<file path="src/design/ddr_irq_cfg.svh">
// Offsets, field positions, reset values and fixed geometry of the irq/option block.
`ifndef DDR_IRQ_CFG_SVH
`define DDR_IRQ_CFG_SVH

// ==========================================================================
// Register offsets (byte addresses)
`define OFS_FLAGS      8'h00
`define OFS_ACK        8'h04
`define OFS_MASK       8'h08
`define OFS_CTRL       8'h0c
`define OFS_GEOM       8'h10
`define OFS_BAD_ADDR   8'h14
`define OFS_BAD_INFO   8'h18

// ==========================================================================
// Flag bit positions
`define FLG_OOR_ONE    0
`define FLG_OOR_MANY   1
`define FLG_INIT_DONE  2
`define FLG_PAGE_CROSS 3
`define FLG_DLL_UNLOCK 4
`define FLG_ANY        5

// ==========================================================================
// Control bit positions
`define CTL_AP_BREAK   0
`define CTL_RD_BREAK   1
`define CTL_WR_BREAK   2
`define CTL_INIT_GATE  3

// ==========================================================================
// Geometry and bad-access info field positions
`define GEO_COL_LSB    0
`define GEO_ROW_LSB    4
`define GEO_CS_LSB     8
`define INF_LEN_LSB    0
`define INF_SRC_LSB    16
`define INF_KIND_LSB   20

// ==========================================================================
// Reset values and fixed capabilities
`define RST_MASK       6'h00
`define RST_CTRL       4'h0
`define GEO_MAX_COL    4'hc
`define GEO_MAX_ROW    4'he
`define GEO_MAX_CS     2'h2

`endif

</file>
<file path="src/design/ddr_irq_pkg.sv">
// Types shared by the irq/option block and its command gate.
package ddr_irq_pkg;

  typedef enum logic [2:0] {
    cmd_ref,
    cmd_pre,
    cmd_act,
    cmd_rd,
    cmd_wr,
    cmd_mrs
  } cmd_kind_e;

  typedef struct packed {
    logic [30:0] addr;
    logic [9:0]  len;
    logic [2:0]  src;
    logic [1:0]  kind;
  } bad_cmd_s;

  typedef struct packed {
    logic       active;
    logic       is_write;
    logic       autoprecharge;
    logic [2:0] bank;
  } open_op_s;

  typedef struct packed {
    logic       valid;
    cmd_kind_e  kind;
    logic [2:0] bank;
  } new_cmd_s;

endpackage : ddr_irq_pkg

</file>
<file path="src/design/ddr_cmd_gate.sv">
// Command gate applied while the DRAM DLL is initialising.
`timescale 1ns/1ps
module ddr_cmd_gate (
  input  wire logic               i_clk,
  input  wire logic               i_arst_n,
  input  wire logic               i_dll_init_busy,
  input  wire logic               i_gate_all,
  input  ddr_irq_pkg::new_cmd_s   i_cmd,
  output logic                    o_issue_q,
  output logic                    o_held_q
);

  logic is_ref_pre;
  logic allowed;

  // ========================================================================
  // Gating decision
  assign is_ref_pre = (i_cmd.kind == ddr_irq_pkg::cmd_ref) ||
                      (i_cmd.kind == ddr_irq_pkg::cmd_pre);

  assign allowed = !i_dll_init_busy || (!i_gate_all && is_ref_pre);

  always_ff @(posedge i_clk or negedge i_arst_n) begin
    if (!i_arst_n) begin
      o_issue_q <= 1'b0;
      o_held_q  <= 1'b0;
    end else begin
      o_issue_q <= i_cmd.valid && allowed;
      o_held_q  <= i_cmd.valid && !allowed;
    end
  end

  // ========================================================================
  // Checks
  property p_gate_none;
    @(posedge i_clk) disable iff (!i_arst_n)
    (i_dll_init_busy && i_gate_all) |=> !o_issue_q;
  endproperty
  a_gate_none: assert property (p_gate_none) else $error("command issued while gated");

  property p_gate_refpre;
    @(posedge i_clk) disable iff (!i_arst_n)
    (i_dll_init_busy && !i_gate_all && i_cmd.valid) |=> (o_issue_q == $past(is_ref_pre));
  endproperty
  a_gate_refpre: assert property (p_gate_refpre) else $error("ref/pre gating wrong");

endmodule : ddr_cmd_gate

</file>
<file path="src/design/ddr_irq_ctrl.sv">
// Interrupt flags, bad-access capture and command options of the DDR controller.
//
// What this block does
// - Interrupt equals flags AND inverted mask.
// - Flag bit 5 is OR of lower flags.
// - Flag 0 set on one out-of-range access.
// - Flag 1 set on repeated out-of-range accesses.
// - Flag 2 init done, flag 3 page cross.
// - Flag 4 set on DLL unlock.
// - Other-bank break allowed; original bank still precharged.
// - Read-AP breakable by same-bank read if enabled.
// - Write-AP breakable by same-bank read/write if enabled.
// - Read-only maximum column width, four bits.
// - Read-only maximum row width, four bits.
// - Chip-select limit as log2, two bits.
// - DLL init: only ref/pre, or nothing.
// - Capture out-of-range command address, 31 bits.
// - Capture out-of-range command length, ten bits.
// - Ack ones clear flags; ack reads zero.
// - Capture out-of-range source and command kind.
//
// Decided for this implementation: strobed register access and the register addresses.
`timescale 1ns/1ps
`include "ddr_irq_cfg.svh"
module ddr_irq_ctrl (
  input  wire logic               i_clk,
  input  wire logic               i_arst_n,
  // Register port
  input  wire logic [7:0]         i_addr,
  input  wire logic [31:0]        i_wdata,
  input  wire logic               i_wr,
  input  wire logic               i_rd,
  output logic [31:0]             o_rdata_q,
  // Events from the controller core
  input  wire logic               i_oor_valid,
  input  ddr_irq_pkg::bad_cmd_s   i_oor_cmd,
  input  wire logic               i_init_done,
  input  wire logic               i_page_cross,
  input  wire logic               i_dll_unlock,
  input  wire logic               i_dll_init_busy,
  // Command scheduling
  input  ddr_irq_pkg::open_op_s   i_open_op,
  input  ddr_irq_pkg::new_cmd_s   i_new_cmd,
  input  wire logic               i_owed_pre_done,
  output logic                    o_break_q,
  output logic                    o_owe_pre_q,
  output logic [2:0]              o_owe_bank_q,
  output logic                    o_issue_q,
  output logic                    o_held_q,
  output logic                    o_irq_q
);

  // ========================================================================
  // Register state
  logic [5:0]             flags_q;
  logic [4:0]             flags_d;
  logic [5:0]             mask_q;
  logic [3:0]             ctrl_q;
  ddr_irq_pkg::bad_cmd_s  bad_q;
  logic [4:0]             ack_bits;
  logic [4:0]             set_bits;
  logic                   ap_break_en;
  logic                   rd_break_en;
  logic                   wr_break_en;
  logic                   gate_all;

  function automatic logic hit(input logic [7:0] addr, input logic [7:0] ofs);
    hit = (addr == ofs);
  endfunction : hit

  assign ap_break_en = ctrl_q[`CTL_AP_BREAK];
  assign rd_break_en = ctrl_q[`CTL_RD_BREAK];
  assign wr_break_en = ctrl_q[`CTL_WR_BREAK];
  assign gate_all    = ctrl_q[`CTL_INIT_GATE];

  // ========================================================================
  // Writable registers
  always_ff @(posedge i_clk or negedge i_arst_n) begin
    if (!i_arst_n) begin
      mask_q <= `RST_MASK;
      ctrl_q <= `RST_CTRL;
    end else if (i_wr) begin
      if (hit(i_addr, `OFS_MASK)) begin
        mask_q <= i_wdata[5:0];
      end
      if (hit(i_addr, `OFS_CTRL)) begin
        ctrl_q <= i_wdata[3:0];
      end
    end
  end

  // ========================================================================
  // Interrupt flags
  // ack ones clear
  assign ack_bits = (i_wr && hit(i_addr, `OFS_ACK)) ? i_wdata[4:0] : 5'h00;

  always_comb begin
    set_bits = 5'h00;
    set_bits[`FLG_OOR_ONE]    = i_oor_valid;
    set_bits[`FLG_OOR_MANY]   = i_oor_valid && flags_q[`FLG_OOR_ONE];
    set_bits[`FLG_INIT_DONE]  = i_init_done;
    set_bits[`FLG_PAGE_CROSS] = i_page_cross;
    set_bits[`FLG_DLL_UNLOCK] = i_dll_unlock;
  end

  // A new event in the same cycle as its ack must not be lost, so set wins.
  assign flags_d = (flags_q[4:0] & ~ack_bits) | set_bits;

  always_ff @(posedge i_clk or negedge i_arst_n) begin
    if (!i_arst_n) begin
      flags_q <= 6'h00;
    end else begin
      flags_q <= {|flags_d, flags_d};
    end
  end

  always_ff @(posedge i_clk or negedge i_arst_n) begin
    if (!i_arst_n) begin
      o_irq_q <= 1'b0;
    end else begin
      o_irq_q <= |(flags_q & ~mask_q);
    end
  end

  // ========================================================================
  // Bad-access capture
  // address capture
  always_ff @(posedge i_clk or negedge i_arst_n) begin
    if (!i_arst_n) begin
      bad_q <= '0;
    end else if (i_oor_valid) begin
      bad_q <= i_oor_cmd;
    end
  end

  // ========================================================================
  // Register read port
  always_ff @(posedge i_clk or negedge i_arst_n) begin
    if (!i_arst_n) begin
      o_rdata_q <= 32'h0000_0000;
    end else begin
      o_rdata_q <= 32'h0000_0000;
      if (i_rd) begin
        unique case (i_addr)
          `OFS_FLAGS: begin
            o_rdata_q[5:0] <= flags_q;
          end
          `OFS_MASK: begin
            o_rdata_q[5:0] <= mask_q;
          end
          `OFS_CTRL: begin
            o_rdata_q[3:0] <= ctrl_q;
          end
          `OFS_GEOM: begin
            o_rdata_q[`GEO_COL_LSB +: 4] <= `GEO_MAX_COL;
            o_rdata_q[`GEO_ROW_LSB +: 4] <= `GEO_MAX_ROW;
            o_rdata_q[`GEO_CS_LSB +: 2]  <= `GEO_MAX_CS;
          end
          `OFS_BAD_ADDR: begin
            o_rdata_q[30:0] <= bad_q.addr;
          end
          `OFS_BAD_INFO: begin
            o_rdata_q[`INF_LEN_LSB +: 10] <= bad_q.len;
            o_rdata_q[`INF_SRC_LSB +: 3]  <= bad_q.src;
            o_rdata_q[`INF_KIND_LSB +: 2] <= bad_q.kind;
          end
          // The ack register and unmapped offsets read as zero.
          default: begin
            o_rdata_q <= 32'h0000_0000;
          end
        endcase
      end
    end
  end

  // ========================================================================
  // Auto-precharge break decision
  logic same_bank;
  logic new_rd;
  logic new_wr;
  logic ap_open;
  logic brk_other;
  logic brk_read;
  logic brk_write;

  assign same_bank = i_new_cmd.bank == i_open_op.bank;
  assign new_rd    = i_new_cmd.kind == ddr_irq_pkg::cmd_rd;
  assign new_wr    = i_new_cmd.kind == ddr_irq_pkg::cmd_wr;
  assign ap_open   = i_new_cmd.valid && i_open_op.active && i_open_op.autoprecharge;

  assign brk_other = ap_open && !same_bank && ap_break_en;
  assign brk_read  = ap_open && same_bank && !i_open_op.is_write && new_rd && rd_break_en;
  assign brk_write = ap_open && same_bank && i_open_op.is_write && (new_rd || new_wr) &&
                     wr_break_en;

  always_ff @(posedge i_clk or negedge i_arst_n) begin
    if (!i_arst_n) begin
      o_break_q <= 1'b0;
    end else begin
      o_break_q <= brk_other || brk_read || brk_write;
    end
  end

  // The cut-short bank still owes its precharge; only one can be pending at a time,
  // so the scheduler must retire it before another other-bank break is taken.
  // owed precharge
  always_ff @(posedge i_clk or negedge i_arst_n) begin
    if (!i_arst_n) begin
      o_owe_pre_q  <= 1'b0;
      o_owe_bank_q <= 3'h0;
    end else if (brk_other) begin
      o_owe_pre_q  <= 1'b1;
      o_owe_bank_q <= i_open_op.bank;
    end else if (i_owed_pre_done) begin
      o_owe_pre_q  <= 1'b0;
    end
  end

  // ========================================================================
  // DLL-init command gate
  ddr_cmd_gate u_gate (
    .i_clk           (i_clk),
    .i_arst_n        (i_arst_n),
    .i_dll_init_busy (i_dll_init_busy),
    .i_gate_all      (gate_all),
    .i_cmd           (i_new_cmd),
    .o_issue_q       (o_issue_q),
    .o_held_q        (o_held_q)
  );

  // ========================================================================
  // Checks
  property p_irq_out;
    @(posedge i_clk) disable iff (!i_arst_n)
    ##1 (o_irq_q == $past(|(flags_q & ~mask_q)));
  endproperty
  a_irq_out: assert property (p_irq_out) else $error("irq output mismatch");

  property p_flag_top;
    @(posedge i_clk) disable iff (!i_arst_n)
    flags_q[`FLG_ANY] == (|flags_q[4:0]);
  endproperty
  a_flag_top: assert property (p_flag_top) else $error("summary flag wrong");

  property p_oor_one;
    @(posedge i_clk) disable iff (!i_arst_n)
    i_oor_valid |=> flags_q[`FLG_OOR_ONE] && flags_q[`FLG_ANY];
  endproperty
  a_oor_one: assert property (p_oor_one) else $error("single oor flag missing");

  property p_oor_many;
    @(posedge i_clk) disable iff (!i_arst_n)
    (i_oor_valid && flags_q[`FLG_OOR_ONE]) |=> flags_q[`FLG_OOR_MANY];
  endproperty
  a_oor_many: assert property (p_oor_many) else $error("multi oor flag missing");

  property p_init_page;
    @(posedge i_clk) disable iff (!i_arst_n)
    (i_init_done || i_page_cross) |=>
      (flags_q[`FLG_INIT_DONE] || !$past(i_init_done)) &&
      (flags_q[`FLG_PAGE_CROSS] || !$past(i_page_cross));
  endproperty
  a_init_page: assert property (p_init_page) else $error("init/page flag missing");

  property p_dll;
    @(posedge i_clk) disable iff (!i_arst_n)
    i_dll_unlock |=>
      flags_q[`FLG_DLL_UNLOCK] && flags_q[`FLG_ANY];
  endproperty
  a_dll: assert property (p_dll) else $error("dll unlock flag missing");

  property p_ack;
    @(posedge i_clk) disable iff (!i_arst_n)
    (i_wr && i_addr == `OFS_ACK && i_wdata[`FLG_INIT_DONE] && !i_init_done)
      |=> !flags_q[`FLG_INIT_DONE];
  endproperty
  a_ack: assert property (p_ack) else $error("ack did not clear flag");

  property p_ack_read;
    @(posedge i_clk) disable iff (!i_arst_n)
    (i_rd && i_addr == `OFS_ACK) |=> (o_rdata_q == 32'h0000_0000);
  endproperty
  a_ack_read: assert property (p_ack_read) else $error("ack read not zero");

  property p_geom;
    @(posedge i_clk) disable iff (!i_arst_n)
    (i_rd && i_addr == `OFS_GEOM) |=>
      o_rdata_q == {22'h0, `GEO_MAX_CS, `GEO_MAX_ROW, `GEO_MAX_COL};
  endproperty
  a_geom: assert property (p_geom) else $error("geometry read wrong");

  property p_capture;
    @(posedge i_clk) disable iff (!i_arst_n)
    i_oor_valid |=> (bad_q == $past(i_oor_cmd));
  endproperty
  a_capture: assert property (p_capture) else $error("bad access not captured");

  property p_hold;
    @(posedge i_clk) disable iff (!i_arst_n)
    !i_oor_valid |=> $stable(bad_q);
  endproperty
  a_hold: assert property (p_hold) else $error("bad access fields changed");

  property p_no_brk_other;
    @(posedge i_clk) disable iff (!i_arst_n)
    (ap_open && !same_bank && !ap_break_en && !brk_read && !brk_write) |=> !o_break_q;
  endproperty
  a_no_brk_other: assert property (p_no_brk_other) else $error("break while disabled");

  property p_owe;
    @(posedge i_clk) disable iff (!i_arst_n)
    brk_other |=> o_break_q && o_owe_pre_q && (o_owe_bank_q == $past(i_open_op.bank));
  endproperty
  a_owe: assert property (p_owe) else $error("owed precharge lost");

  property p_rd_brk;
    @(posedge i_clk) disable iff (!i_arst_n)
    (ap_open && same_bank && !i_open_op.is_write && new_rd) |=> (o_break_q == $past(rd_break_en));
  endproperty
  a_rd_brk: assert property (p_rd_brk) else $error("read-AP break wrong");

  property p_wr_brk;
    @(posedge i_clk) disable iff (!i_arst_n)
    (ap_open && same_bank && i_open_op.is_write && (new_rd || new_wr))
      |=> (o_break_q == $past(wr_break_en));
  endproperty
  a_wr_brk: assert property (p_wr_brk) else $error("write-AP break wrong");

endmodule : ddr_irq_ctrl

</file>
<file path="config.mk">
export PLATFORM = sky130hd
export DESIGN_NAME = ddr_irq_ctrl
export DESIGN_NICKNAME = d
export VERILOG_FILES = /design/src/design/ddr_irq_pkg.sv /design/src/design/ddr_cmd_gate.sv /design/src/design/ddr_irq_ctrl.sv
export VERILOG_INCLUDE_DIRS = /design/src /design/src/design
export SDC_FILE = /design/constraint.sdc
export NUM_CORES = 1
export LEC_CHECK = 0
export ABC_AREA = 1
export ABC_CLOCK_PERIOD_IN_PS = 800
export BUFFER_PORTS_ARGS = -buffer_cell sky130_fd_sc_hd__buf_4
export CAP_MARGIN = 20
export CORE_ASPECT_RATIO = 0.7
export CORE_MARGIN = 5
export CORE_UTILIZATION = 44
export DETAILED_ROUTE_END_ITERATION = 6
export PLACE_DENSITY = 0.85
export SLEW_MARGIN = 10
export SYNTH_ARGS = -nofsm -noshare
export SYNTH_HDL_FRONTEND = slang
export SYNTH_SLANG_ARGS = --single-unit
</file>
<file path="constraint.sdc">
create_clock -name i_clk -period 0.8 [get_ports i_clk]
set_input_delay 0.2 -clock i_clk [delete_from_list [all_inputs] [get_ports i_clk]]
set_output_delay 0.2 -clock i_clk [all_outputs]
set_load 0.1 [all_outputs]
</file>
==> flow_summary.ini, run 1 <==
[worst_setup_path]
critPathTopFamily = flip-flops
slowest_stage = dfrtp_4
path_class = reg2out
path_buf_inv = 1
cp_max_fo = 1
cp_data_required_time_ps = 600
worstPathCellList = buf_12
endpoint_kind = primary output
start_kind = flip-flop
critPathMaxStageDelay_ps = 490
arrival_ps = 1010

[route]
routed_wire_length_per_instance_um = 18.5
drc_errors = 0
drtIter0Drc = 255
firstDrtPassIters = 5
vias = 3658
drtAntennaViolNets = 0
vias_per_cell = 5.09
routed_wl_um = 13300

[die]
pin_count = 149
fp.dieH_um = 90.8
core_um2 = 9070
chipWidth_um = 125
start_util_pct = 45.3
fp-row-count = 29
dieArea_um2 = 11400

[synthesis]
synthArstFlopShare_pct = 100
synth-edff-count = 0
yosysWarnings = 0
netlist_instances = 429
synthFlopType = dfrtp_1
synth_seq_area_share_pct = 61.6
postSynthAreaPerCell_um2 = 9.57
syn-num-nets = 538
synth_top_area_share_pct = 61.6
synthesis.area_um2 = 4110
synth.top_cells.by_area = dfrtp_1, nand2_1, inv_1
synth-seq-cells = 101
ys_types = 26
yosys.area.top_type = dfrtp_1

[layout]
final_nets = 698
diodes = 0
design_area_um2 = 7090
nFillCells = 509
area_growth_pct = 72.8
drive_gt1_share_pct = 58.2

[global_routing]
grt_busiest_layer = met2
antenna_found_initial = 0
met3_usage_pct = 5.73
grt_pass1_wl_um = 19300
met1_usage_pct = 28.5
gr-usage-met2_pct = 34.8
grt_max_degree = 53
grt_pass1_vias = 3720
grtUsageTotal_pct = 21.6
overflow = 0

[flow_run]
cap_viol_max_count = 0

[placement]
hpwlAfterDp_um = 8120
port_buffers = 121
place.gp.congestion = 0.903
postPlaceCellArea_um2 = 5570
dp_worst_setup_slack_ps = -606

[clocking]
cts_tree = built
cts.sinks = 101
cts-root-buf = clkbuf_16
cts_max_level = 3
clockBufferDepth = 2
clock_latency_ps = 340
clk_pin_slew_worst_paths_ps = 60
cts_buffers = 9

[timing]
rsz0062_at_grt = yes
tightest_slew_ps = 624
maxSlewViolCount = 0
finalWorstSetupSlack_ps = -410
hold_viol = 0
finalSetupViolations = 94
fin_crit_sh_pct = 151
layout_min_cycle_time_ps = 1210
relSlewSlack_pct = 58.4
max_freq_mhz = 826
skew_ps = 7.55

[pwr]
vdd_drop_max_uv = 1430
leakage_nw = 3.27
powerDensity_nw_per_um2 = 1570

[hold_path]
hp-class = in2reg

[outcome]
outcome = finished with violations
violations = negative setup slack
-- repair_timing --
action,CTS,global route
pin swaps,32,44
buffers inserted,5,6
hold endpoints to repair,101,0
gates resized for setup,195,89
endpoints found under the setup margin,92,102
gates cloned,1,3
hold buffers,1,0
-- cell usage after synthesis, types with 2 or more instances --
| library cell | instances |
|---|---|
| dfrtp_1 | 101 |
| nand2_1 | 98 |
| inv_1 | 60 |
| o21ai_0 | 43 |
| nor2_1 | 38 |
| nand3_1 | 21 |
| mux2_2 | 18 |
| a21oi_1 | 9 |
| clkbuf_1 | 8 |
| buf_2 | 5 |
| o32ai_1 | 5 |
| nand2_2 | 3 |
| o21ai_1 | 3 |
| xnor2_1 | 3 |
| o22ai_1 | 2 |
| o31ai_1 | 2 |
-- path summary, 6_finish.rpt --
kind,start,endpoint,slack (ps),depth (start not counted)
worst max-delay path,o_rdata_q[0],o_rdata_q[0],-410,1
worst min-delay path,i_owed_pre_done,o_owe_pre_q,30,2
worst max register to register,flags_q[3],o_irq_q,-150,4
worst min register to register,bad_q[38],o_rdata_q[23],500,2
max in group asynchronous,i_arst_n,o_irq_q,110,3
min in group asynchronous,i_arst_n,bad_q[4],240,2
-- cell families after synthesis --
logic type	synth area share (%)
buffers and inverters	7.01
other	0.0913
and+or+nand+nor	16.6
xor gates and xnor gates	0.640
DFF	61.6
AOI/OAI and AO/OA	9.20
muxes	4.94
-- placed cells by master, fill, tap and decap left out, types with 18 or more instances in the layout --
cell type  synthesis  layout
dfrtp_1          101      60
buf_4              1      94
dfrtp_4            0      39
o21ai_0           43      30
buf_12             0      46
nand2_2            3      32
inv_1             60      53
nand2_1           98      58
nor2_4             1      18
buf_6              0      18
-- where the power goes --
group | internal [W] | switching [W]
combinational | 0.000704 | 0.000886
sequential | 0.00538 | 0.000170
clock | 0.00219 | 0.00181
total | 0.00828 | 0.00287
-- routing by layer --
metal  up-vias  wire [um]
li1       1674          -
met1      1804       5530
met2       157       6540
met3        23        930
met4         0        262
met5         -          0
-- sequential cells by signal, summed over array words and instances (netlist names), 3 cells and up --
name	cells
ctrl_q	4
o_owe_bank_q	3
bad_q	46
o_rdata_q	31
flags_q	6
mask_q	6
-- through the flow --
| step | TNS (ps) | power (W) | hold WS [ps] | instances | util [%] |
|---|---|---|---|---|---|
| after floorplan | -9070 | 0.00621 | -95.6 | 429 | - |
| after global placement | -31330 | 0.00685 | 50.8 | 686 | 61.4 |
| after detailed placement | -33680 | 0.00690 | 57.1 | 686 | 61.4 |
| after CTS | -18060 | 0.0111 | 23.5 | 709 | 73.7 |
| after global routing | -24910 | 0.0116 | 28.8 | 718 | 78.2 |
| final | -21470 | 0.0111 | 31.7 | 718 | 78.2 |
-- final cells by class --
| cell class | instances | area, um2 | share of cell area, % |
|---|---|---|---|
| Sequential cell | 101 | 2680 | 37.7 |
| Timing Repair Buffer | 162 | 1900 | 26.8 |
| Multi-Input combinational cell | 255 | 1860 | 26.2 |
| Clock buffer | 12 | 246 | 3.47 |
| Inverter | 60 | 229 | 3.23 |
| Tap cell | 124 | 155 | 2.19 |
| Clock inverter | 4 | 23.8 | 0.335 |
Note: power is estimated with default switching activity, not from simulation.
==> run 2: changes to the inputs <==
--- a/config.mk
+++ b/config.mk
@@ -11,7 +11,7 @@
 export BUFFER_PORTS_ARGS = -buffer_cell sky130_fd_sc_hd__buf_4
 export CAP_MARGIN = 20
 export CORE_ASPECT_RATIO = 0.7
-export CORE_MARGIN = 5
+export CORE_MARGIN = 2
 export CORE_UTILIZATION = 44
 export DETAILED_ROUTE_END_ITERATION = 6
 export PLACE_DENSITY = 0.85
==> flow_summary.ini, run 2 (same netlist as run 1, synthesis figures left out) <==
[outcome]
violations = negative setup slack
outcome = finished with violations

[die]
chipWidth_um = 119
start_util_pct = 45.3
dieArea_um2 = 10100
core_um2 = 9070
fp.dieH_um = 84.8
fp-row-count = 29
pin_count = 149

[clocking]
clockBufferDepth = 2
clock_latency_ps = 350
cts_tree = built
cts_buffers = 9
clk_pin_slew_worst_paths_ps = 70
cts.sinks = 101
cts-root-buf = clkbuf_16
cts_max_level = 3

[layout]
area_growth_pct = 78.5
diodes = 0
final_nets = 709
largest_reg_flops = 46
drive_gt1_share_pct = 59.7
final_common_cell = buf_4
largest_register = bad_q
mostFrequentLayoutCells = buf_4, nand2_1, dfrtp_1
reg_top3 = bad_q: 46 flops, o_rdata_q: 31 flops
design_area_um2 = 7330

[worst_setup_path]
path_class = reg2out
critPathMaxStageDelay_ps = 510
arrival_ps = 1040
endpoint_kind = primary output
cp_data_required_time_ps = 600
path_buf_inv = 1
cp_max_fo = 1
slowest_stage = dfrtp_4
critPathTopFamily = flip-flops
start_kind = flip-flop
worstPathCellList = buf_12

[placement]
place.gp.congestion = 0.943
postPlaceCellArea_um2 = 5580
hpwlAfterDp_um = 8150
port_buffers = 121

[timing]
maxSlewViolCount = 0
finalSetupViolations = 99
setup_tns_ps = -27330
layout_min_cycle_time_ps = 1240
finalWorstSetupSlack_ps = -442
hold_viol = 0
rsz0062_at_grt = yes
skew_ps = 6.86
fin_crit_sh_pct = 155
max_freq_mhz = 805

[pwr]
leakage_nw = 3.43
vdd_drop_max_uv = 1280
powerDensity_nw_per_um2 = 1640

[global_routing]
grt_max_degree = 51
antenna_found_initial = 0
grt_pass1_wl_um = 19900
overflow = 0
grt_pass1_vias = 3790
grtUsageTotal_pct = 26.0

[route]
drtIter0Drc = 346
drc_errors = 0
firstDrtPassIters = 5
routed_wire_length_per_instance_um = 21.3
vias = 4001
routed_wl_um = 15500
vias_per_cell = 5.49
drtAntennaViolNets = 0

[hold_path]
hp-class = in2reg

[flow_run]
cap_viol_max_count = 0
-- run 2: area by class of cell --
class                   count  area (um2)
clock inverters             5        83.8
clock buffers              11         243
multi-input cells         255        1920
well taps                 124         155
inverters                  60         231
flip-flops and latches    101        2680
fillers                   455        1740
repair buffers            173        2020
-- run 2: path summary, 6_finish.rpt --
path	from	endpoint	slack (ps)	cells after the start
setup / recovery	o_rdata_q[5]	o_rdata_q[5]	-440	1
hold / removal	i_owed_pre_done	o_owe_pre_q	10	2
setup reg to reg	bad_q[7]	o_rdata_q[2]	-250	4
hold reg to reg	bad_q[30]	o_rdata_q[15]	480	2
max in group asynchronous	i_arst_n	o_rdata_q[11]	90	3
min in group asynchronous	i_arst_n	bad_q[41]	380	3
-- run 2: where the power goes --
group / switching, W / total [W] / internal [W]
Clock: 0.00192 / 0.00476 / 0.00284
Sequential: 0.000195 / 0.00558 / 0.00538
Combinational: 0.000946 / 0.00168 / 0.000731
-- run 2: metal layers --
layer	wire length [um]	vias to the layer above	GRT usage [%]
li1	-	1701	-
met1	5860	1944	33.1
met2	7520	264	41.9
met3	1280	92	7.53
met4	879	0	11.4
met5	0	-	0
-- run 2: per-stage QoR --
step	worst slack, ps	hold slack, ps	total power (W)	std cells	util [%]
finish	-442	10.0	0.0120	729	80.8
detailed placement	-628	186	0.00693	686	61.5
floorplan	-318	-95.6	0.00621	429	-
CTS	-439	5.21	0.0118	712	74.6
global placement	-539	185	0.00687	686	61.5
global route	-450	7.60	0.0124	729	80.8
-- run 2: what timing repair did --
action,CTS,global route
setup buffers,8,14
gates cloned,1,3
hold endpoints to repair,101,0
gates resized for setup,195,108
setup endpoints to repair,90,96
hold buffers,1,0
pin swaps,37,40
==> run 3: changes to the inputs <==
--- a/config.mk
+++ b/config.mk
@@ -14,7 +14,7 @@
 export CORE_MARGIN = 2
 export CORE_UTILIZATION = 44
 export DETAILED_ROUTE_END_ITERATION = 6
-export PLACE_DENSITY = 0.85
+export PLACE_DENSITY_LB_ADDON = 0.12
 export SLEW_MARGIN = 10
 export SYNTH_ARGS = -nofsm -noshare
 export SYNTH_HDL_FRONTEND = slang
==> flow_summary.ini, run 3 (same netlist as run 1, synthesis figures left out) <==
[outcome]
outcome = finished with violations
violations = negative setup slack

[die]
fp.dieH_um = 84.8
start_util_pct = 45.3
dieArea_um2 = 10100
pin_count = 149
chipWidth_um = 119
fp-row-count = 29
core_um2 = 9070

[worst_setup_path]
rr_endpoint = o_rdata_q[0]
cp_max_fo = 1
r2r-start = flags_q[0]
critPathTopFamily = flip-flops
arrival_ps = 1010
worstSetupStartpoint = o_rdata_q[9]
cp_data_required_time_ps = 600
rrSetupSlack_ps = -130
slowest_stage = dfrtp_4
critPathMaxStageDelay_ps = 500
worstPathCellList = buf_12
path_class = reg2out
start_kind = flip-flop
r2r_cells = 4
path_buf_inv = 1
endpoint_kind = primary output

[route]
vias_per_cell = 4.92
routed_wire_length_per_instance_um = 17.0
vias = 3534
drtAntennaViolNets = 0
drc_errors = 0
routed_wl_um = 12200
drtIter0Drc = 217
firstDrtPassIters = 6

[clocking]
cts-root-buf = clkbuf_16
cts_tree = built
cts_max_level = 3
clockBufferDepth = 2
cts.sinks = 101
clk_pin_slew_worst_paths_ps = 70
cts_buffers = 9
clock_latency_ps = 340

[timing]
finalWorstSetupSlack_ps = -408
max_freq_mhz = 828
layout_min_cycle_time_ps = 1210
skew_ps = 4.84
hold_viol = 0
fin_crit_sh_pct = 151
relSlewSlack_pct = 62.3
finalSetupViolations = 90
rsz0062_at_grt = yes
maxSlewViolCount = 0
tightest_slew_ps = 564
setup_tns_ps = -22230

[layout]
nFillCells = 513
diodes = 0
reg_top3 = bad_q: 46 flops, o_rdata_q: 31 flops
area_growth_pct = 76.6
largest_reg_flops = 46
final_util_pct = 79.9
drive_gt1_share_pct = 60.2
largest_register = bad_q
instances_no_fill = 719
mostFrequentLayoutCells = buf_4, nand2_1, dfrtp_1
final_common_cell = buf_4
final_nets = 699

[global_routing]
grt_pass1_wl_um = 19200
overflow = 0
grtUsageTotal_pct = 24.6
grt_pass1_vias = 3727
grt_max_degree = 47
antenna_found_initial = 0

[placement]
dp.cells = 687
hpwlAfterDp_um = 7540
place.gp.congestion = 0.862
port_buffers = 121

[hold_path]
min_to = bad_q[45]
hp-class = in2reg
whs_path_depth = 3
hp-start = i_oor_cmd[45]

[flow_run]
cap_viol_max_count = 0

[pwr]
powerDensity_nw_per_um2 = 1580
leakage_nw = 3.34
fin_total_pwr_w = 0.0114
vdd_drop_max_uv = 1580
[run 3: changes by cell type in the layout (fill, tap and decap cells not counted), sizes merged]
cell / previous run / this run
clkbuf: 13 / 9
clkinv: 0 / 2
buf: 170 / 162
bufinv: 2 / 1
clkinvlp: 3 / 4
[run 3: area by class of cell]
type | instances | area (um2) | area share (%)
sequential | 101 | 2680 | 37.0
multi-input combinational | 255 | 1940 | 26.8
tap | 124 | 155 | 2.14
clock buffer | 9 | 225 | 3.11
timing repair buffer | 163 | 1940 | 26.7
clock inverter | 7 | 72.6 | 1.00
inverter | 60 | 240 | 3.31
[run 3: report_power, final]
part | leakage [nW] | total [W] | switching [W] | internal, W
logic | 2.00 | 0.00156 | 0.000867 | 0.000697
clock network | 0.142 | 0.00433 | 0.00190 | 0.00244
registers | 1.19 | 0.00555 | 0.000168 | 0.00538
[run 3: through the flow]
stage | hold slack (ps) | setup slack, ps | instance area [um2]
finish | 65.5 | -408 | 7250
global placement | 24.5 | -591 | 5590
detailed placement | 25.8 | -590 | 5590
CTS | 39.1 | -419 | 6980
global route | 52.0 | -441 | 7250
floorplan | -95.6 | -318 | 4350
[run 3: per-layer routing]
layer | global-route usage [%] | up-vias | wire, um
li1 | - | 1683 | -
met1 | 34.6 | 1730 | 5470
met2 | 38.8 | 107 | 5890
met3 | 6.92 | 14 | 680
met4 | 5.24 | 0 | 155
met5 | 0 | - | 0
[run 3: how the worst max path moves through the flow]
stage                          to  cells after the start
global route         o_rdata_q[9]                      1
detailed placement  o_rdata_q[16]                      7
finish               o_rdata_q[9]                      1
global placement     o_rdata_q[5]                      9
CTS                  o_rdata_q[0]                      1
floorplan               mask_q[0]                      6
[run 3: timing repair]
item | in CTS | in global routing
endpoints found under the setup margin | 91 | 94
cloned | 5 | 0
pin swaps | 35 | 46
hold buffers | 1 | 0
gates resized for setup | 228 | 81
hold endpoints to repair | 101 | 0
buffers inserted | 9 | 3
